===== src/pjm_pkg.sv =====
package pjm_pkg;
    // timebase: 125 MHz, one tick every 100 ms
    localparam int unsigned CLK_HZ = 125000000;
    localparam int unsigned TICK_MS = 100;
    localparam int unsigned TICK_CYC = CLK_HZ / 1000 * TICK_MS;
    // limits in milliseconds
    localparam int unsigned PICK1_MS = 3200;
    localparam int unsigned PICK2_MS = 3000;
    localparam int unsigned REG_T2_MS = 4000;
    localparam int unsigned REG_T3_MS = 4500;
    localparam int unsigned FUS_DLY_MS = 1400;
    localparam int unsigned FJ_DLY_MS = 1600;
    localparam int unsigned FUS_STAY_A3_MS = 3400;
    localparam int unsigned FUS_STAY_A4_MS = 2500;
    localparam int unsigned FD_DLY_MS = 2400;
    localparam int unsigned FD_STAY_A3_MS = 4300;
    localparam int unsigned FD_STAY_A4_MS = 3400;
    localparam int unsigned AUTO_DLV_MS = 180000;
    // limits in ticks, a least time rounded down for the monitor
    localparam int unsigned TICK_W = 12;
    localparam logic [TICK_W-1:0] PICK1_T = TICK_W'(PICK1_MS / TICK_MS);
    localparam logic [TICK_W-1:0] PICK2_T = TICK_W'(PICK2_MS / TICK_MS);
    localparam logic [TICK_W-1:0] REG_T2_T = TICK_W'(REG_T2_MS / TICK_MS);
    localparam logic [TICK_W-1:0] REG_T3_T = TICK_W'(REG_T3_MS / TICK_MS);
    localparam logic [TICK_W-1:0] FUS_DLY_T = TICK_W'(FUS_DLY_MS / TICK_MS);
    localparam logic [TICK_W-1:0] FJ_DLY_T = TICK_W'(FJ_DLY_MS / TICK_MS);
    localparam logic [TICK_W-1:0] FUS_A3_T = TICK_W'(FUS_STAY_A3_MS / TICK_MS);
    localparam logic [TICK_W-1:0] FUS_A4_T = TICK_W'(FUS_STAY_A4_MS / TICK_MS);
    localparam logic [TICK_W-1:0] FD_DLY_T = TICK_W'(FD_DLY_MS / TICK_MS);
    localparam logic [TICK_W-1:0] FD_A3_T = TICK_W'(FD_STAY_A3_MS / TICK_MS);
    localparam logic [TICK_W-1:0] FD_A4_T = TICK_W'(FD_STAY_A4_MS / TICK_MS);
    localparam logic [TICK_W-1:0] AUTO_DLV_T = TICK_W'(AUTO_DLV_MS / TICK_MS);
    // jam class codes reported to the formatter
    typedef enum logic [3:0] {
        PJM_NONE, PJM_PICK1_DLY, PJM_PICK2_DLY, PJM_FUS1_DLY, PJM_FUS2_DLY,
        PJM_FUS_STAY, PJM_FD_DLY, PJM_FD_STAY, PJM_DOOR, PJM_RES_POWER,
        PJM_RES_AUTO, PJM_RES_SENSOR
    } pjm_code_type;
    // media sensors, high while media is present
    typedef struct packed {
        logic registration_sensor;
        logic fuser_jam_sensor;
        logic fuser_delivery_sensor;
        logic tray2_feed_sensor_second;
        logic tray2_feed_sensor_first;
        logic tray3_feed_sensor_second;
        logic tray3_feed_sensor_first;
        logic facedown_delivery_sensor;
    } pjm_sensor_type;
endpackage


===== src/pjm_monitor.sv =====
`timescale 1ns/1ps
module pjm_monitor #(
    parameter int unsigned TICK_CYC = pjm_pkg::TICK_CYC
) (
    // clock and reset
    input wire logic ref_clk,
    input wire logic rst_n,
    // paper-path sensors and switches (asynchronous pins)
    input wire pjm_pkg::pjm_sensor_type sensors,
    input wire logic tray2_media_out,
    input wire logic door_open,
    // engine sequence events (same clock)
    input wire logic pickup_start,
    input wire logic vsync_n,
    input wire logic size_a3,
    input wire logic startup_done,
    input wire logic fuser_at_temp,
    input wire logic auto_dlv_needed,
    input wire logic auto_dlv_cmd,
    input wire logic jam_clear,
    // formatter notifications
    output logic tray2_empty_ff,
    output logic jam_ff,
    output pjm_pkg::pjm_code_type jam_code_ff
);
    // refuse a tick period that the prescaler cannot count
    if (TICK_CYC < 2) begin : g_tick_check
        $error("tick period too short");
    end

    // two-stage synchronisers for pins
    pjm_pkg::pjm_sensor_type s_meta_ff, s_ff, s_old_ff;
    logic [1:0] out_meta_ff, door_meta_ff;
    logic door_old_ff;
    always_ff @(posedge ref_clk) begin
        if (!rst_n) begin
            s_meta_ff <= '0;
            s_ff <= '0;
            s_old_ff <= '0;
            out_meta_ff <= '0;
            door_meta_ff <= '0;
            door_old_ff <= 1'b0;
        end else begin
            s_meta_ff <= sensors;
            s_ff <= s_meta_ff;
            s_old_ff <= s_ff;
            out_meta_ff <= {out_meta_ff[0], tray2_media_out};
            door_meta_ff <= {door_meta_ff[0], door_open};
            door_old_ff <= door_meta_ff[1];
        end
    end

    // edge helpers hold real pin values only from the third edge after reset
    // gating them avoids a false door or sensor edge when a pin already stands high at reset
    logic [2:0] live_ff;
    always_ff @(posedge ref_clk) begin
        if (!rst_n) live_ff <= '0;
        else live_ff <= {live_ff[1:0], 1'b1};
    end

    // leading and trailing edge helpers
    function automatic logic rise(input logic now, input logic old);
        return now & ~old;
    endfunction
    function automatic logic fall(input logic now, input logic old);
        return ~now & old;
    endfunction

    // 100 ms tick
    logic [31:0] pre_ff;
    logic tick_ff;
    always_ff @(posedge ref_clk) begin
        if (!rst_n) begin
            pre_ff <= '0;
            tick_ff <= 1'b0;
        end else if (pre_ff == TICK_CYC - 1) begin
            pre_ff <= '0;
            tick_ff <= 1'b1;
        end else begin
            pre_ff <= pre_ff + 32'h1;
            tick_ff <= 1'b0;
        end
    end

    // timers: each armed by a start event, stopped by its sensor
    localparam int NT = 10;
    logic [pjm_pkg::TICK_W-1:0] cnt_ff [NT];
    logic [NT-1:0] run_ff;
    logic [NT-1:0] start, stop, expire;
    logic [pjm_pkg::TICK_W-1:0] lim [NT];
    logic vs_old_ff;
    logic vs_fall;
    assign vs_fall = ~vsync_n & vs_old_ff;
    always_ff @(posedge ref_clk) begin
        if (!rst_n) vs_old_ff <= 1'b1;
        else vs_old_ff <= vsync_n;
    end

    always_comb begin
        // pickup stage 1
        start[0] = pickup_start;
        stop[0] = s_ff.tray2_feed_sensor_first | s_ff.tray3_feed_sensor_first;
        lim[0] = pjm_pkg::PICK1_T;
        // first feed to second feed, tray2 and tray3
        start[1] = live_ff[2] & rise(s_ff.tray2_feed_sensor_first, s_old_ff.tray2_feed_sensor_first);
        stop[1] = s_ff.tray2_feed_sensor_second;
        lim[1] = pjm_pkg::PICK2_T;
        start[2] = live_ff[2] & rise(s_ff.tray3_feed_sensor_first, s_old_ff.tray3_feed_sensor_first);
        stop[2] = s_ff.tray3_feed_sensor_second;
        lim[2] = pjm_pkg::PICK2_T;
        // second feed to registration
        start[3] = live_ff[2] & rise(s_ff.tray2_feed_sensor_second, s_old_ff.tray2_feed_sensor_second);
        stop[3] = s_ff.registration_sensor;
        lim[3] = pjm_pkg::REG_T2_T;
        start[4] = live_ff[2] & rise(s_ff.tray3_feed_sensor_second, s_old_ff.tray3_feed_sensor_second);
        stop[4] = s_ff.registration_sensor;
        lim[4] = pjm_pkg::REG_T3_T;
        // vsync-referenced arrivals
        start[5] = vs_fall;
        stop[5] = s_ff.fuser_delivery_sensor;
        lim[5] = pjm_pkg::FUS_DLY_T;
        start[6] = vs_fall;
        stop[6] = s_ff.fuser_jam_sensor;
        lim[6] = pjm_pkg::FJ_DLY_T;
        start[7] = vs_fall;
        stop[7] = s_ff.facedown_delivery_sensor;
        lim[7] = pjm_pkg::FD_DLY_T;
        // vsync-referenced clearances, trailing edge
        start[8] = vs_fall;
        stop[8] = fall(s_ff.fuser_delivery_sensor, s_old_ff.fuser_delivery_sensor);
        lim[8] = size_a3 ? pjm_pkg::FUS_A3_T : pjm_pkg::FUS_A4_T;
        start[9] = vs_fall;
        stop[9] = fall(s_ff.facedown_delivery_sensor, s_old_ff.facedown_delivery_sensor);
        lim[9] = size_a3 ? pjm_pkg::FD_A3_T : pjm_pkg::FD_A4_T;
        for (int i = 0; i < NT; i++) begin
            expire[i] = run_ff[i] & tick_ff & (cnt_ff[i] + 1'b1 >= lim[i]) & ~stop[i];
        end
    end

    // timer counters
    always_ff @(posedge ref_clk) begin
        for (int i = 0; i < NT; i++) begin
            if (!rst_n || jam_clear || stop[i] || expire[i]) begin
                run_ff[i] <= 1'b0;
                cnt_ff[i] <= '0;
            end else if (start[i]) begin
                run_ff[i] <= 1'b1;
                cnt_ff[i] <= '0;
            end else if (run_ff[i] && tick_ff) begin
                cnt_ff[i] <= cnt_ff[i] + 1'b1;
            end
        end
    end

    // automatic delivery wait after a clear
    logic auto_run_ff;
    logic [pjm_pkg::TICK_W-1:0] auto_cnt_ff;
    logic auto_exp;
    assign auto_exp = auto_run_ff & tick_ff & (auto_cnt_ff + 1'b1 >= pjm_pkg::AUTO_DLV_T) & ~auto_dlv_cmd;
    always_ff @(posedge ref_clk) begin
        if (!rst_n || auto_dlv_cmd || auto_exp) begin
            auto_run_ff <= 1'b0;
            auto_cnt_ff <= '0;
        end else if (jam_clear && auto_dlv_needed) begin
            auto_run_ff <= 1'b1;
            auto_cnt_ff <= '0;
        end else if (auto_run_ff && tick_ff) begin
            auto_cnt_ff <= auto_cnt_ff + 1'b1;
        end
    end

    // residual checks: startup once, recovery check once warm
    logic boot_chk_ff, rec_chk_ff;
    logic any_media, door_edge, res_power, res_sensor;
    assign any_media = s_ff.registration_sensor | s_ff.fuser_jam_sensor | s_ff.fuser_delivery_sensor
        | s_ff.facedown_delivery_sensor | s_ff.tray2_feed_sensor_first | s_ff.tray2_feed_sensor_second
        | s_ff.tray3_feed_sensor_first | s_ff.tray3_feed_sensor_second;
    assign door_edge = live_ff[2] & (door_meta_ff[1] ^ door_old_ff);
    assign res_power = boot_chk_ff & startup_done & s_ff.fuser_delivery_sensor & s_ff.fuser_jam_sensor;
    assign res_sensor = rec_chk_ff & startup_done & fuser_at_temp & ~auto_run_ff & (s_ff.registration_sensor
        | s_ff.fuser_jam_sensor | s_ff.fuser_delivery_sensor | s_ff.tray2_feed_sensor_second
        | s_ff.tray3_feed_sensor_second | s_ff.facedown_delivery_sensor);
    always_ff @(posedge ref_clk) begin
        if (!rst_n) begin
            boot_chk_ff <= 1'b1;
            rec_chk_ff <= 1'b1;
        end else begin
            if (startup_done) boot_chk_ff <= 1'b0;
            if (jam_clear || auto_dlv_cmd) rec_chk_ff <= 1'b1;
            else if (fuser_at_temp && !auto_run_ff && startup_done) rec_chk_ff <= 1'b0;
        end
    end

    // jam code selection, fixed priority
    pjm_pkg::pjm_code_type nxt_code;
    always_comb begin
        nxt_code = pjm_pkg::PJM_NONE;
        if (door_edge && any_media) nxt_code = pjm_pkg::PJM_DOOR;
        else if (res_power) nxt_code = pjm_pkg::PJM_RES_POWER;
        else if (auto_exp) nxt_code = pjm_pkg::PJM_RES_AUTO;
        else if (res_sensor) nxt_code = pjm_pkg::PJM_RES_SENSOR;
        else if (expire[0]) nxt_code = pjm_pkg::PJM_PICK1_DLY;
        else if (|expire[4:1]) nxt_code = pjm_pkg::PJM_PICK2_DLY;
        else if (expire[5]) nxt_code = pjm_pkg::PJM_FUS1_DLY;
        else if (expire[6]) nxt_code = pjm_pkg::PJM_FUS2_DLY;
        else if (expire[7]) nxt_code = pjm_pkg::PJM_FD_DLY;
        else if (expire[8]) nxt_code = pjm_pkg::PJM_FUS_STAY;
        else if (expire[9]) nxt_code = pjm_pkg::PJM_FD_STAY;
    end

    // latched jam report; a new jam wins over a clear, first jam held
    always_ff @(posedge ref_clk) begin
        if (!rst_n) begin
            jam_ff <= 1'b0;
            jam_code_ff <= pjm_pkg::PJM_NONE;
        end else if (nxt_code != pjm_pkg::PJM_NONE && (!jam_ff || jam_clear)) begin
            // a jam found in the clear cycle replaces the cleared one
            jam_ff <= 1'b1;
            jam_code_ff <= nxt_code;
        end else if (jam_clear) begin
            jam_ff <= 1'b0;
            jam_code_ff <= pjm_pkg::PJM_NONE;
        end
    end

    // tray 2 empty notification
    always_ff @(posedge ref_clk) begin
        if (!rst_n) tray2_empty_ff <= 1'b0;
        else tray2_empty_ff <= out_meta_ff[1];
    end

    // checks
    property p_empty;
        @(posedge ref_clk) disable iff (!rst_n) out_meta_ff[1] |=> tray2_empty_ff;
    endproperty
    a_empty: assert property (p_empty) else $error("empty not reported");
    property p_hold;
        @(posedge ref_clk) disable iff (!rst_n) jam_ff && !jam_clear |=> jam_ff && $stable(jam_code_ff);
    endproperty
    a_hold: assert property (p_hold) else $error("jam code not held");
    property p_latch;
        @(posedge ref_clk) disable iff (!rst_n) !jam_ff && nxt_code != pjm_pkg::PJM_NONE |=> jam_ff;
    endproperty
    a_latch: assert property (p_latch) else $error("jam not latched");
    property p_door;
        @(posedge ref_clk) disable iff (!rst_n) !jam_ff && door_edge && any_media
            |=> jam_code_ff == pjm_pkg::PJM_DOOR;
    endproperty
    a_door: assert property (p_door) else $error("door jam missed");
    property p_pick1;
        @(posedge ref_clk) disable iff (!rst_n) !jam_ff && expire[0] && !door_edge && !res_power
            && !auto_exp && !res_sensor |=> jam_code_ff == pjm_pkg::PJM_PICK1_DLY;
    endproperty
    a_pick1: assert property (p_pick1) else $error("pickup jam missed");
    property p_res_pwr;
        @(posedge ref_clk) disable iff (!rst_n) !jam_ff && res_power && !(door_edge && any_media)
            |=> jam_code_ff == pjm_pkg::PJM_RES_POWER;
    endproperty
    a_res_pwr: assert property (p_res_pwr) else $error("startup residual missed");
    property p_fus_lim;
        @(posedge ref_clk) disable iff (!rst_n) expire[5] |-> cnt_ff[5] == pjm_pkg::FUS_DLY_T - 1'b1;
    endproperty
    a_fus_lim: assert property (p_fus_lim) else $error("fuser timer limit wrong");
    property p_auto;
        @(posedge ref_clk) disable iff (!rst_n) auto_exp |-> auto_cnt_ff == pjm_pkg::AUTO_DLV_T - 1'b1;
    endproperty
    a_auto: assert property (p_auto) else $error("auto delivery wait wrong");
endmodule // pjm_monitor


===== config.mk =====
export PLATFORM = sky130hd
export DESIGN_NAME = pjm_monitor
export DESIGN_NICKNAME = d
export VERILOG_FILES = /design/src/pjm_pkg.sv /design/src/pjm_monitor.sv
export SDC_FILE = /design/constraint.sdc
export NUM_CORES = 1
export LEC_CHECK = 0
export BUFFER_PORTS_ARGS = -buffer_cell sky130_fd_sc_hd__buf_2
export CELL_PAD_IN_SITES_DETAIL_PLACEMENT = 1
export CELL_PAD_IN_SITES_GLOBAL_PLACEMENT = 1
export CORE_ASPECT_RATIO = 0.9
export CORE_UTILIZATION = 45
export CTS_BUF_LIST = sky130_fd_sc_hd__clkbuf_8
export DETAILED_ROUTE_END_ITERATION = 10
export PLACE_DENSITY_LB_ADDON = 0.1
export SLEW_MARGIN = 5
export SYNTH_ARGS = -nofsm -noshare
export SYNTH_HDL_FRONTEND = slang
export SYNTH_SLANG_ARGS = --single-unit

===== constraint.sdc =====
create_clock -name ref_clk -period 4.4 [get_ports ref_clk]
set_clock_uncertainty 0.1 [all_clocks]
set_input_delay 0.44 -clock ref_clk [delete_from_list [all_inputs] [get_ports ref_clk]]
set_output_delay 0.44 -clock ref_clk [all_outputs]
set_load 0.01 [all_outputs]

Yosys cells after proc, flatten, opt, wreduce, memory -nomap -nowiden. Memories as Yosys holds them, arrays and structs flattened. Cells that the tools add are included.

Register bits: 95. RAM bits: 120. Input bits: 20. Output and inout bits: 6. Logic and storage cells: 347. Memories: 1.

Add/sub/neg operators: 12. Order comparisons: 11. Equality and inequality tests: 1. Multiplexer cells: 125. Bitwise logic cells: 101. Reduce and logical (&&, ||, !) cells: 49.

Memory list: cnt_ff (depth 10, width 12, rd ports 10, clocked after Yosys merged registers in 0, wr ports 10, line pjm_monitor.sv:87) `logic [pjm_pkg::TICK_W-1:0] cnt_ff [NT];`.

Operator list (count): 12-bit 2-to-1 mux (20); 12-bit by 1-bit adder with 12-bit output (second input constant) (11); 1-bit 2-to-1 mux (90); 1-bit AND (52); 12-bit by 5-bit >= comparator with 1-bit output (second input constant) (4); 12-bit by 6-bit >= comparator with 1-bit output (second input constant) (3); 32-bit by 1-bit adder with 32-bit output (second input constant) (1); 32-bit by 24-bit equality test with 1-bit output (second input constant) (1); 1-bit OR (31); 4-bit 2-to-1 mux (7); 12-bit by 6-bit >= comparator with 1-bit output (2); 1-bit logical OR (24); 3-bit 2-to-1 mux (7); 1-bit NOT (17); 1-bit logical AND (16); 12-bit by 11-bit >= comparator with 1-bit output (second input constant) (1); 12-bit by 4-bit >= comparator with 1-bit output (second input constant) (1); 6-bit 2-to-1 mux (1); 2-bit OR reduction (3); 4-bit nonzero test (1); 4-bit OR reduction (1); 1-bit logical NOT (3); 2-bit nonzero test (1); 1-bit XOR (1).

Longest topological paths before layout. Gate-level depths: netlist (run 1). An unclocked memory read counts as a cell.

Word-level depth: 19. Mapped depth: 12.

Worst setup path before layout (run 1). No wires, ideal clock.

Path kind: flip-flop to flip-flop. Start: memory cnt_ff[1][0] (netlist name). End: register jam_ff. Setup time: 0.115 ns. Arrival time: 2.838 ns. Slack: 1.347 ns. Cell stages (with the launch flop): 10. Clock period less this slack: 3.053 ns. Path through: edfxtp_1 -> ha_1 -> and4_2 -> or4b_1 -> a32o_1 -> a211o_1 -> or4_4 -> o21ai_2 -> nand3_1 -> o21a_1.

RTL lines: start, declared (line pjm_monitor.sv:87); end signal, assigned (line pjm_monitor.sv:214) `jam_ff <= 1'b0;`; end signal, assigned (line pjm_monitor.sv:218) `jam_ff <= 1'b1;`; end signal, assigned (line pjm_monitor.sv:221) `jam_ff <= 1'b0;`; end, declared (line pjm_monitor.sv:23) `output logic jam_ff,`.

==> results_tabular.tex, run 1 <==
\begin{tabular}{lr}
\hline
Metric & Value \\
\hline
\multicolumn{2}{l}{\textbf{Outcome}} \\
\quad Result of the run & finished clean \\
\multicolumn{2}{l}{\textbf{GRT}} \\
\quad Number of global-route vias before repair & 7746 \\
\quad Wire length of the first global-routing pass & roughly 37000 µm \\
\quad Global route overflow & 0 \\
\quad Total Routing Usage GR & 0.1882 \\
\quad Pin count of the biggest net entering global routing & 43 \\
\quad Number of antenna violations at the first check in global routing & 0 \\
\multicolumn{2}{l}{\textbf{STA}} \\
\quad Slew at the pin closest to its max-slew limit & about 0.85 ns \\
\quad Sum of negative setup slack & 0 ns \\
\quad Max Fclk & 303.8 MHz \\
\quad Final setup violation count & 0 \\
\quad Tcrit/Tclk final & 0.7480 \\
\quad Relative slew margins & 0.4306 \\
\quad Unrepaired setup endpoints after global routing & no \\
\quad Max-slew violation count & 0 \\
\quad Count of endpoints failing hold in the final timing report & 0 \\
\quad Min Tclk post-route & 3.291 ns \\
\multicolumn{2}{l}{\textbf{Finish}} \\
\quad Total area of sequential cells & 5505 µm² \\
\quad Antenna diode instance count & 0 \\
\quad Final core utilization & 0.5256 \\
\quad Final Instance Count excl. Fillers & 1450 \\
\quad Number of nets in the final layout & 1170 \\
\quad Count of filler cells inserted in the layout & between 2000 and 3000 \\
\quad Area of the multi-input gates & 4796 µm² \\
\quad Fraction of layout cells with a size suffix above 1 & 0.08326 \\
\quad Synthesis-to-finish area growth & 14.87\% \\
\multicolumn{2}{l}{\textbf{Logic synthesis}} \\
\quad Gate count of the mapped netlist & 1007 \\
\quad Share of the synthesized area in compound gates (AO/OA/AOI/OAI) & 0.08150 \\
\quad Synthesis warning total & 0 \\
\quad Main flop type after synthesis & edfxtp\_1 \\
\quad Fraction of the mapped netlist area in adder cells & 0.03411 \\
\quad Async set or reset register ratio after synthesis & 0 \\
\quad Flops \& latches, synth & 215 \\
\quad Share of synthesized area spent on multiplexers & 0.007187 \\
\quad Sequential cell area fraction in the yosys report & 0.5360 \\
\quad Number of enable flip-flop cells after synthesis & 120 \\
\quad Cell area after technology mapping & 10270 µm² \\
\quad Basic-gate share of the synthesized area counting and, or, nand and nor cells & 0.2391 \\
\quad Synth unique cells & just under 70 \\
\quad Combinational family with the most area after synthesis & simple AND/OR/NAND/NOR gates \\
\quad Post-synthesis xor/xnor area fraction & 0.08016 \\
\quad Synthesized area per cell & 10.20 µm² \\
\multicolumn{2}{l}{\textbf{Critical path}} \\
\quad Largest fanout on the critical path & 12 \\
\quad Data arrival time at the worst-slack endpoint & 3.36 ns \\
\quad Logic depth of the worst register-to-register path & 7 \\
\quad Crit Path Class & reg2reg \\
\quad Data required, critical path & 4.47 ns \\
\quad Critical Path Start Type & flop \\
\quad Worst-path cell with the longest stage delay & or4\_2 \\
\quad Critical Path, Cell by Cell & ha\_1, and4\_2, or4b\_1, a32o\_1, or4\_2, nor2\_1, nand2\_1 \\
\quad Crit-path max cell delay & 0.58 ns \\
\quad Endpoint kind of the worst setup timing path & flop \\
\multicolumn{2}{l}{\textbf{Power}} \\
\quad Post-layout power & 4.413 mW \\
\quad Leakage power of the design & 4.524 nW \\
\quad Clock network fraction of total power & 0.431 \\
\quad Peak supply drop & between 0.2 and 0.25 mV \\
\quad Gate power share & 0.048 \\
\quad Sequential power share & 0.521 \\
\quad Switch share & 0.2323 \\
\quad Internal portion of total power & 3.388 mW \\
\quad Cell area power density & between 300 and 400 nW/µm² \\
\quad Sw Pwr & 1.025 mW \\
\multicolumn{2}{l}{\textbf{Clock network}} \\
\quad TritonCTS clock tree & done \\
\quad Number of buffers on the longest clock path & 3 \\
\quad Skew-Pair Late Insertion Delay & 0.53 ns \\
\quad Post-cts repair resize count & 0 \\
\quad Postcts setup bufs & 0 \\
\quad Clk pin slew, worst setup/hold paths & 0.06 ns \\
\quad Root cell of the clock tree & clkbuf\_8 \\
\quad Hold buffer count at cts & 5 \\
\quad Number of H-tree levels & 2 \\
\quad Count of clock tree sinks & 215 \\
\quad CTS Buf Count & 39 \\
\multicolumn{2}{l}{\textbf{Min path}} \\
\quad Number of stages on the worst hold path & 2 \\
\quad Worst min-delay path category & in2reg \\
\multicolumn{2}{l}{\textbf{Placed design}} \\
\quad Number of placed instances with taps included & between 1000 and 1500 \\
\quad Global placement routability congestion & 0.7803 \\
\quad HPWL Detailed & 15140 µm \\
\quad Number of buffers added on ports & 25 \\
\multicolumn{2}{l}{\textbf{Floorplan}} \\
\quad Ports placed on the boundary & 26 \\
\quad Width of the chip & 161.3 µm \\
\quad Initial core utilization & 0.4576 \\
\quad Total die area & 23430 µm² \\
\quad Die Height & 145.3 µm \\
\quad Placement Rows & 52 \\
\quad Floorplan core area & 22450 µm² \\
\multicolumn{2}{l}{\textbf{Route}} \\
\quad Ratio of routed vias to standard cells & 5.216 \\
\quad Antenna-violating nets left & 0 \\
\quad Pre-antenna DRT Iters & 4 \\
\quad DRC errors left & 0 \\
\quad Starting DRT DRC Count & roughly 270 \\
\quad Final routed wire length divided by cell count & between 10 and 15 µm \\
\quad Detailed-route wire length & 21240 µm \\
\quad Number of vias in the routed layout & 7563 \\
\multicolumn{2}{l}{\textbf{Run}} \\
\quad Number of violations of the max-capacitance limit & 0 \\
\hline
\end{tabular}
layer usage:
layer  GRT usage  routed length [µm]
met1      0.2550               10380
met2      0.3047                9743
met3     0.03202                 647
met4     0.06368                 473
met5           0                   0
cell usage after synthesis (4+ instances only):
library cell,number,area share
nor2b_1,13,0.0079
o31ai_1,6,0.0044
dfxtp_1,95,0.19
a211o_1,8,0.0068
a311oi_1,5,0.0043
nand4_1,31,0.019
and3_1,23,0.014
ha_1,28,0.034
a21oi_1,18,0.0088
a31oi_1,9,0.0055
clkbuf_1,24,0.0088
or3_1,14,0.0085
xor2_1,46,0.039
inv_1,32,0.012
o211ai_1,10,0.0073
a211oi_1,7,0.0051
nand2_1,73,0.027
nor4_1,23,0.014
nand3_1,63,0.031
mux2i_1,4,0.0039
o21ai_0,23,0.011
and4_1,10,0.0085
nor3_1,23,0.011
and2_1,39,0.024
nor2_1,139,0.051
edfxtp_1,120,0.35
o21a_1,4,0.0029
nand2b_1,12,0.0073
xnor2_1,48,0.041
worst max-delay path, delay by kind of cell (launching register included):
family	cells	cell delay [ns]
AND/OR/NAND/NOR	5	1.82
flip-flops	1	0.45
adder cells (fa/ha/maj)	1	0.28
AO/OA/AOI/OAI	1	0.27
final timing paths:
| check | slack, ns | endpoint | from |
|---|---|---|---|
| setup / recovery | 1.11 | cnt_ff[1][9] | cnt_ff[1][0] |
| hold / removal | 0.04 | s_meta_ff[2] | sensors[2] |
| setup reg to reg | 1.11 | cnt_ff[1][9] | cnt_ff[1][0] |
| hold reg to reg | 0.33 | tray2_empty_ff | out_meta_ff[1] |
kinds of logic after synthesis:
family | Yosys count
DFF | 215
xor gates and xnor gates | 94
and+or+nand+nor | 484
other | 1
buffers and inverters | 58
muxes | 7
AOI/OAI and AO/OA | 120
adders and majority gates | 28
power groups by stage:
stage	Clock, mW	Sequential, mW	Combinational (mW)
floorplan	0	2.31	0.159
global placement	0	2.34	0.203
detailed placement	0	2.34	0.208
CTS	1.98	2.30	0.214
global route	2.05	2.31	0.244
finish	1.90	2.30	0.212
metrics by stage:
stage	setup slack [ns]	area (µm²)	hold slack, ns
after global routing	0.8704	11800	0.01321
after floorplan	1.347	10520	0.3119
after CTS	1.075	11800	0.0007848
after global placement	1.176	10940	0.3150
final	1.109	11800	0.03539
after detailed placement	1.101	10940	0.3215
registers in the layout, summed over array words and instances, names as in the netlist, 2 cells and up:
signal	cells
cnt_ff	120
pre_ff	32
s_old_ff	6
door_meta_ff	2
auto_cnt_ff	12
out_meta_ff	2
s_meta_ff	8
run_ff	10
s_ff	8
live_ff	3
jam_code_ff	4
placed cells by master, fill, tap and decap left out, types with 6 or more instances in the layout:
cell / netlist / routed
and3_1: 23 / 23
nor2_1: 139 / 139
dfxtp_1: 95 / 95
a31oi_1: 9 / 9
nor3_1: 23 / 23
edfxtp_1: 120 / 120
and2_1: 39 / 39
clkbuf_8: 0 / 50
a211o_1: 8 / 8
nand2_1: 73 / 73
o31ai_1: 6 / 6
nand3_1: 63 / 63
buf_2: 0 / 25
and4_1: 10 / 10
ha_1: 28 / 28
xnor2_1: 48 / 48
o211ai_1: 10 / 10
nand2b_1: 12 / 12
conb_1: 1 / 68
a211oi_1: 7 / 7
xor2_1: 46 / 46
o21ai_0: 23 / 23
nor2b_1: 13 / 13
or3_1: 14 / 14
inv_1: 32 / 45
nor4_1: 23 / 23
nand4_1: 31 / 31
a21oi_1: 18 / 18
final cells by class:
cell class,instances,share of cell area
multi-input cells,801,0.4065
clock buffers,50,0.05832
repair buffers,33,0.01676
flip-flops and latches,215,0.4666
clock inverters,22,0.01018
well taps,297,0.03150
inverters,32,0.01018
No activity file was read; power rests on OpenSTA's default activity.
==> run 2, diff against run 1 <==
clock period = 3.1 ns   (was 4.4 ns; I/O delays follow)
==> run 2 against run 1 <==
  * Via count is 3.3% higher
  * Die area stayed put
  * Setup slack lost 1.0 ns
  * Combinational power grew 69%
  * Final area increased by 3.4%
  * Clock power is 34% higher
  * Critical path type unchanged
  * Critical endpoint is now cnt_ff[1][0]
==> results_tabular.tex, run 2 (synthesis gave the netlist of run 1 again) <==
\begin{tabular}{lr}
\hline
Metric & Value \\
\hline
\multicolumn{2}{l}{\textbf{Route}} \\
\quad Final routed wire length divided by cell count & 15.13 µm \\
\quad Starting DRT DRC Count & 224 \\
\quad Ratio of routed vias to standard cells & roughly 5.2 \\
\quad Detailed-route wire length & 22630 µm \\
\quad Pre-antenna DRT Iters & 4 \\
\quad Antenna-violating nets left & 0 \\
\quad Number of vias in the routed layout & roughly 8000 \\
\quad DRC errors left & 0 \\
\multicolumn{2}{l}{\textbf{Critical path}} \\
\quad Data arrival time at the worst-slack endpoint & 3.20 ns \\
\quad R2R setup slack & 0.08 ns \\
\quad Logic depth of the worst register-to-register path & 8 \\
\quad Largest fanout on the critical path & 9 \\
\quad Capturing element of the worst setup path & cnt\_ff[1][0] \\
\quad Endpoint of the worst-slack reg-to-reg timing path & cnt\_ff[1][0] \\
\quad First element of the critical path & cnt\_ff[1][1] \\
\quad R2R Path Start & cnt\_ff[1][1] \\
\quad Crit Path Class & reg2reg \\
\quad Endpoint kind of the worst setup timing path & flop \\
\quad Data required, critical path & around 3.3 ns \\
\quad Critical Path Start Type & flop \\
\multicolumn{2}{l}{\textbf{Power}} \\
\quad Peak supply drop & approximately 0.32 mV \\
\quad Post-layout power & 6.153 mW \\
\quad Leakage power of the design & 4.760 nW \\
\quad Cell area power density & 504.3 nW/µm² \\
\multicolumn{2}{l}{\textbf{Placed design}} \\
\quad Number of placed instances with taps included & 1402 \\
\quad Global placement routability congestion & 0.7964 \\
\quad HPWL Detailed & 16090 µm \\
\quad Number of buffers added on ports & 25 \\
\multicolumn{2}{l}{\textbf{Finish}} \\
\quad Antenna diode instance count & 0 \\
\quad Max FFs per register & between 100 and 150 \\
\quad Largest regs & cnt\_ff (120), pre\_ff (32), auto\_cnt\_ff (12) \\
\quad Synthesis-to-finish area growth & 18.78\% \\
\quad Fraction of layout cells with a size suffix above 1 & 0.1184 \\
\quad Number of nets in the final layout & 1216 \\
\quad Highest-count cells in the layout ignoring fill and taps & nor2\_1, edfxtp\_1, dfxtp\_1 \\
\quad Final Instance Count excl. Fillers & 1496 \\
\quad Most common cell after layout, fill and taps aside & nor2\_1 \\
\quad Most flop-heavy register & cnt\_ff \\
\multicolumn{2}{l}{\textbf{Clock network}} \\
\quad TritonCTS clock tree & done \\
\quad Number of buffers on the longest clock path & 3 \\
\quad Count of clock tree sinks & 215 \\
\quad Root cell of the clock tree & clkbuf\_8 \\
\quad Skew-Pair Late Insertion Delay & 0.53 ns \\
\quad Clk pin slew, worst setup/hold paths & 0.06 ns \\
\quad Number of H-tree levels & 2 \\
\quad CTS Buf Count & 39 \\
\multicolumn{2}{l}{\textbf{Floorplan}} \\
\quad Ports placed on the boundary & 26 \\
\quad Total die area & 23430 µm² \\
\quad Die Height & around 150 µm \\
\quad Width of the chip & 161.3 µm \\
\quad Initial core utilization & 0.4576 \\
\quad Placement Rows & 52 \\
\quad Floorplan core area & 22450 µm² \\
\multicolumn{2}{l}{\textbf{Outcome}} \\
\quad Result of the run & finished clean \\
\multicolumn{2}{l}{\textbf{STA}} \\
\quad Sum of negative setup slack & 0 ns \\
\quad Relative slew margins & 0.4896 \\
\quad Max-slew violation count & 0 \\
\quad Max Fclk & roughly 330 MHz \\
\quad Final setup violation count & 0 \\
\quad Unrepaired setup endpoints after global routing & yes \\
\quad Count of endpoints failing hold in the final timing report & 0 \\
\quad Slew at the pin closest to its max-slew limit & between 0.7 and 0.8 ns \\
\quad Min Tclk post-route & a little over 3 ns \\
\quad Worst hold margin & 0.04617 ns \\
\quad Tcrit/Tclk final & 0.9751 \\
\multicolumn{2}{l}{\textbf{GRT}} \\
\quad Total Routing Usage GR & 0.1970 \\
\quad Pin count of the biggest net entering global routing & 41 \\
\quad Number of antenna violations at the first check in global routing & 0 \\
\quad Global route overflow & 0 \\
\quad Wire length of the first global-routing pass & 37810 µm \\
\quad Number of global-route vias before repair & 8027 \\
\multicolumn{2}{l}{\textbf{Min path}} \\
\quad Worst min-delay path category & in2reg \\
\multicolumn{2}{l}{\textbf{Run}} \\
\quad Number of violations of the max-capacitance limit & 0 \\
\hline
\end{tabular}
[run 2: where the power goes]
group / internal [mW] / leakage, nW / switching [mW]
clock: 1.38 / 0.450 / 1.16
combinational: 0.164 / 2.24 / 0.195
sequential: 3.14 / 2.07 / 0.114
[run 2: worst min path at each step]
stage                   start  depth (start not counted)  slack, ns        endpoint
2_1_floorplan           rst_n                          0       0.24      live_ff[0]
3_3_place_gp   out_meta_ff[0]                          1       0.31  out_meta_ff[1]
3_5_place_dp       live_ff[0]                          1       0.32      live_ff[1]
4_1_cts         fuser_at_temp                          3      0.007      rec_chk_ff
5_1_grt         fuser_at_temp                          3       0.03      rec_chk_ff
6_report        fuser_at_temp                          3       0.05      rec_chk_ff
[run 2: routing by layer]
| metal | vias to the layer above | routed length (µm) | global-route usage | share of wire |
|---|---|---|---|---|
| li1 | 3898 | - | - | - |
| met1 | 3788 | 10700 | 0.2554 | 0.47 |
| met2 | 87 | 10810 | 0.3356 | 0.48 |
| met3 | 41 | 613 | 0.03087 | 0.027 |
| met4 | 0 | 506 | 0.06509 | 0.022 |
| met5 | - | 0 | 0 | 0 |
[run 2: area by class of cell]
class,count,area (µm²)
multi-input combinational,801,4857
inverter,32,120.1
fill,2549,10250
sequential,215,5505
clock inverter,25,106.4
tap,297,371.6
clock buffer,47,646.9
timing repair buffer,79,593.1
[run 2: repair_timing]
item / 4_1_cts / 5_1_grt
pin swaps: 0 / 7
hold buffers: 15 / 0
hold endpoints to repair: 15 / 0
buffers inserted: 0 / 7
resized for setup: 3 / 12
setup endpoints to repair: 3 / 55
[run 2: metrics by stage]
stage               setup WS [ns]  area (µm²)    util
floorplan                 0.04744       10520       -
global route             -0.06903       12200  0.5435
finish                    0.07707       12200  0.5435
detailed placement       -0.03415       11180  0.4982
global placement          0.02761       11180  0.4982
CTS                     -0.005319       12100  0.5390
[run 2: critical path: stages (launching register included)]
cell,delay [ns]
edfxtp_1,0.43
ha_2,0.22
and4_2,0.24
or4b_1,0.50
a32o_2,0.28
or4_2,0.58
nor2_2,0.17
nand2_1,0.09
buf_4,0.18
==> run 3, diff against run 2 <==
CORE_UTILIZATION = 40   (was 45)
CTS_BUF_LIST = sky130_fd_sc_hd__clkbuf_4   (was sky130_fd_sc_hd__clkbuf_8)
SKIP_CTS_REPAIR_TIMING = 1   (was default)
==> run 3 against run 2 <==
  * Die area up 12%
  * Count of clock-buffer cells in the layout up 51
  * Sequential power about the same
  * Critical endpoint is now jam_ff
  * Largest power group unchanged
  * Final area up 1.5%
==> results_tabular.tex, run 3 (synthesis gave the netlist of run 1 again) <==
\begin{tabular}{lr}
\hline
Metric & Value \\
\hline
\multicolumn{2}{l}{\textbf{Clock network}} \\
\quad CTS Buf Count & 58 \\
\quad Count of clock tree sinks & 215 \\
\quad Number of H-tree levels & 2 \\
\quad Skew-Pair Late Insertion Delay & 0.68 ns \\
\quad Clk pin slew, worst setup/hold paths & 0.07 ns \\
\quad Root cell of the clock tree & clkbuf\_4 \\
\quad Number of buffers on the longest clock path & 3 \\
\quad TritonCTS clock tree & done \\
\multicolumn{2}{l}{\textbf{STA}} \\
\quad Count of endpoints failing hold in the final timing report & 0 \\
\quad Max Fclk & 328.2 MHz \\
\quad Worst hold margin & approximately 0.28 ns \\
\quad Unrepaired setup endpoints after global routing & yes \\
\quad Max-slew violation count & 0 \\
\quad Final setup violation count & 0 \\
\quad Relative slew margins & 0.5063 \\
\quad Min Tclk post-route & $\sim$3 ns \\
\quad Tcrit/Tclk final & 0.9827 \\
\quad Slew at the pin closest to its max-slew limit & around 0.74 ns \\
\multicolumn{2}{l}{\textbf{Floorplan}} \\
\quad Floorplan core area & 25190 µm² \\
\quad Die Height & 154.0 µm \\
\quad Placement Rows & 55 \\
\quad Ports placed on the boundary & 26 \\
\quad Initial core utilization & 0.4078 \\
\quad Total die area & approximately 26000 µm² \\
\quad Width of the chip & 170.9 µm \\
\multicolumn{2}{l}{\textbf{Critical path}} \\
\quad Critical Path, Cell by Cell & ha\_2, and4\_4, or4b\_4, a32o\_2, a211o\_1, or4\_4, o21ai\_4, nand3\_2, o21a\_1 \\
\quad Largest fanout on the critical path & 4 \\
\quad Buffers \& Inverters on Critical Path & 0 \\
\quad Critical Path Start Type & flop \\
\quad R2R setup slack & $\sim$0.054 ns \\
\quad R2R Path Start & cnt\_ff[1][1] \\
\quad Worst-path cell with the longest stage delay & or4b\_4 \\
\quad Endpoint kind of the worst setup timing path & flop \\
\quad Crit Path Class & reg2reg \\
\quad Data arrival time at the worst-slack endpoint & 3.52 ns \\
\quad Endpoint of the worst-slack reg-to-reg timing path & jam\_ff \\
\quad Crit-path max cell delay & roughly 0.51 ns \\
\quad Top cell family by delay on the critical path & simple AND/OR/NAND/NOR gates \\
\quad Data required, critical path & 3.57 ns \\
\quad Logic depth of the worst register-to-register path & 9 \\
\multicolumn{2}{l}{\textbf{Finish}} \\
\quad Most flop-heavy register & cnt\_ff \\
\quad Number of nets in the final layout & 1239 \\
\quad Max FFs per register & 120 \\
\quad Most common cell after layout, fill and taps aside & nor2\_1 \\
\quad Count of filler cells inserted in the layout & 2926 \\
\quad Largest regs & cnt\_ff (120), pre\_ff (32), auto\_cnt\_ff (12) \\
\quad Highest-count cells in the layout ignoring fill and taps & nor2\_1, edfxtp\_1, clkbuf\_4 \\
\quad Fraction of layout cells with a size suffix above 1 & 0.1573 \\
\quad Area of the multi-input gates & 4898 µm² \\
\quad Synthesis-to-finish area growth & 20.62\% \\
\quad Final core utilization & 0.4919 \\
\quad Final Instance Count excl. Fillers & 1583 \\
\quad Total area of sequential cells & $\sim$5500 µm² \\
\multicolumn{2}{l}{\textbf{Power}} \\
\quad Leakage power of the design & a little under 5 nW \\
\quad Clock network fraction of total power & 0.417 \\
\quad Switch share & 0.2377 \\
\quad Sw Pwr & $\sim$1.5 mW \\
\quad Gate power share & 0.058 \\
\quad Post-layout power & between 6 and 7 mW \\
\quad Peak supply drop & 0.2570 mV \\
\quad Sequential power share & 0.525 \\
\quad Internal portion of total power & 4.729 mW \\
\quad Cell area power density & around 500 nW/µm² \\
\multicolumn{2}{l}{\textbf{Route}} \\
\quad Number of vias in the routed layout & just under 8000 \\
\quad Ratio of routed vias to standard cells & 4.912 \\
\quad Antenna-violating nets left & 0 \\
\quad Pre-antenna DRT Iters & 4 \\
\quad Starting DRT DRC Count & 245 \\
\quad Final routed wire length divided by cell count & 13.97 µm \\
\quad DRC errors left & 0 \\
\quad Detailed-route wire length & $\sim$22000 µm \\
\multicolumn{2}{l}{\textbf{GRT}} \\
\quad Global route overflow & 0 \\
\quad Pin count of the biggest net entering global routing & 42 \\
\quad Total Routing Usage GR & 0.1702 \\
\quad Number of global-route vias before repair & 7847 \\
\quad Number of antenna violations at the first check in global routing & 1 \\
\quad Wire length of the first global-routing pass & about 37000 µm \\
\multicolumn{2}{l}{\textbf{Min path}} \\
\quad Worst min-delay path category & in2reg \\
\quad Capture endpoint of the worst hold path & s\_meta\_ff[1] \\
\quad Min-Delay Startpoint & sensors[1] \\
\quad Number of stages on the worst hold path & 3 \\
\multicolumn{2}{l}{\textbf{Placed design}} \\
\quad HPWL Detailed & 15610 µm \\
\quad Global placement routability congestion & 0.7774 \\
\quad Number of placed instances with taps included & 1449 \\
\quad Number of buffers added on ports & 25 \\
\multicolumn{2}{l}{\textbf{Outcome}} \\
\quad Result of the run & finished clean \\
\multicolumn{2}{l}{\textbf{Run}} \\
\quad Number of violations of the max-capacitance limit & 0 \\
\hline
\end{tabular}
## run 3: cell types whose count changed in the layout (fill, tap and decap cells not counted), sizes merged
cell	before	now
diode	0	1
clkinv	6	9
dlygate4sd3	15	19
inv	50	33
clkbuf	47	98
## run 3: stage by stage
| stage | TNS [ns] | area (µm²) | setup slack (ns) |
|---|---|---|---|
| 6_report | 0 | 12390 | 0.05353 |
| 3_5_place_dp | -0.08718 | 11270 | -0.04590 |
| 4_1_cts | -0.1726 | 12050 | -0.06014 |
| 3_3_place_gp | 0 | 11270 | 0.01318 |
| 2_1_floorplan | 0 | 10520 | 0.04744 |
| 5_1_grt | -0.1419 | 12390 | -0.06106 |
## run 3: worst max-delay path by stage
stage / start / to / cells after the start
after global placement: cnt_ff[1][0] / jam_ff / 9
after floorplan: cnt_ff[1][0] / jam_ff / 9
after CTS: cnt_ff[1][0] / jam_ff / 9
after detailed placement: cnt_ff[1][0] / jam_ff / 9
final: cnt_ff[1][1] / jam_ff / 9
after global routing: cnt_ff[1][0] / jam_code_ff[1] / 11
## run 3: power by group through the flow
| stage | logic, mW | registers (mW) | clock network, mW |
|---|---|---|---|
| 3_3_place_gp | 0.324 | 3.31 | 0 |
| 5_1_grt | 0.410 | 3.27 | 2.85 |
| 3_5_place_dp | 0.330 | 3.32 | 0 |
| 6_report | 0.362 | 3.26 | 2.59 |
| 2_1_floorplan | 0.226 | 3.28 | 0 |
| 4_1_cts | 0.332 | 3.25 | 2.71 |
## run 3: cell type report
cell class                      count  area share
Tap cell                          342     0.03454
Multi-Input combinational cell    801      0.3954
Clock buffer                       98     0.05938
Sequential cell                   215      0.4444
Timing Repair Buffer               83     0.05241
Antenna cell                        1   0.0002020
Inverter                           32    0.009695
Clock inverter                     11    0.004040
## run 3: per-layer routing
metal / up-vias / track usage / part of all wire / wire length, µm
li1: 3960 / - / - / -
met1: 3689 / 0.2224 / 0.48 / 10670
met2: 91 / 0.2781 / 0.46 / 10280
met3: 36 / 0.03912 / 0.035 / 766
met4: 0 / 0.05442 / 0.018 / 393
met5: - / 0 / 0 / 0
## run 3: tightest hold or removal path, stage by stage
cell and delay, ns:
dlygate4sd3_1 0.51, buf_2 0.09, and2_1 0.10
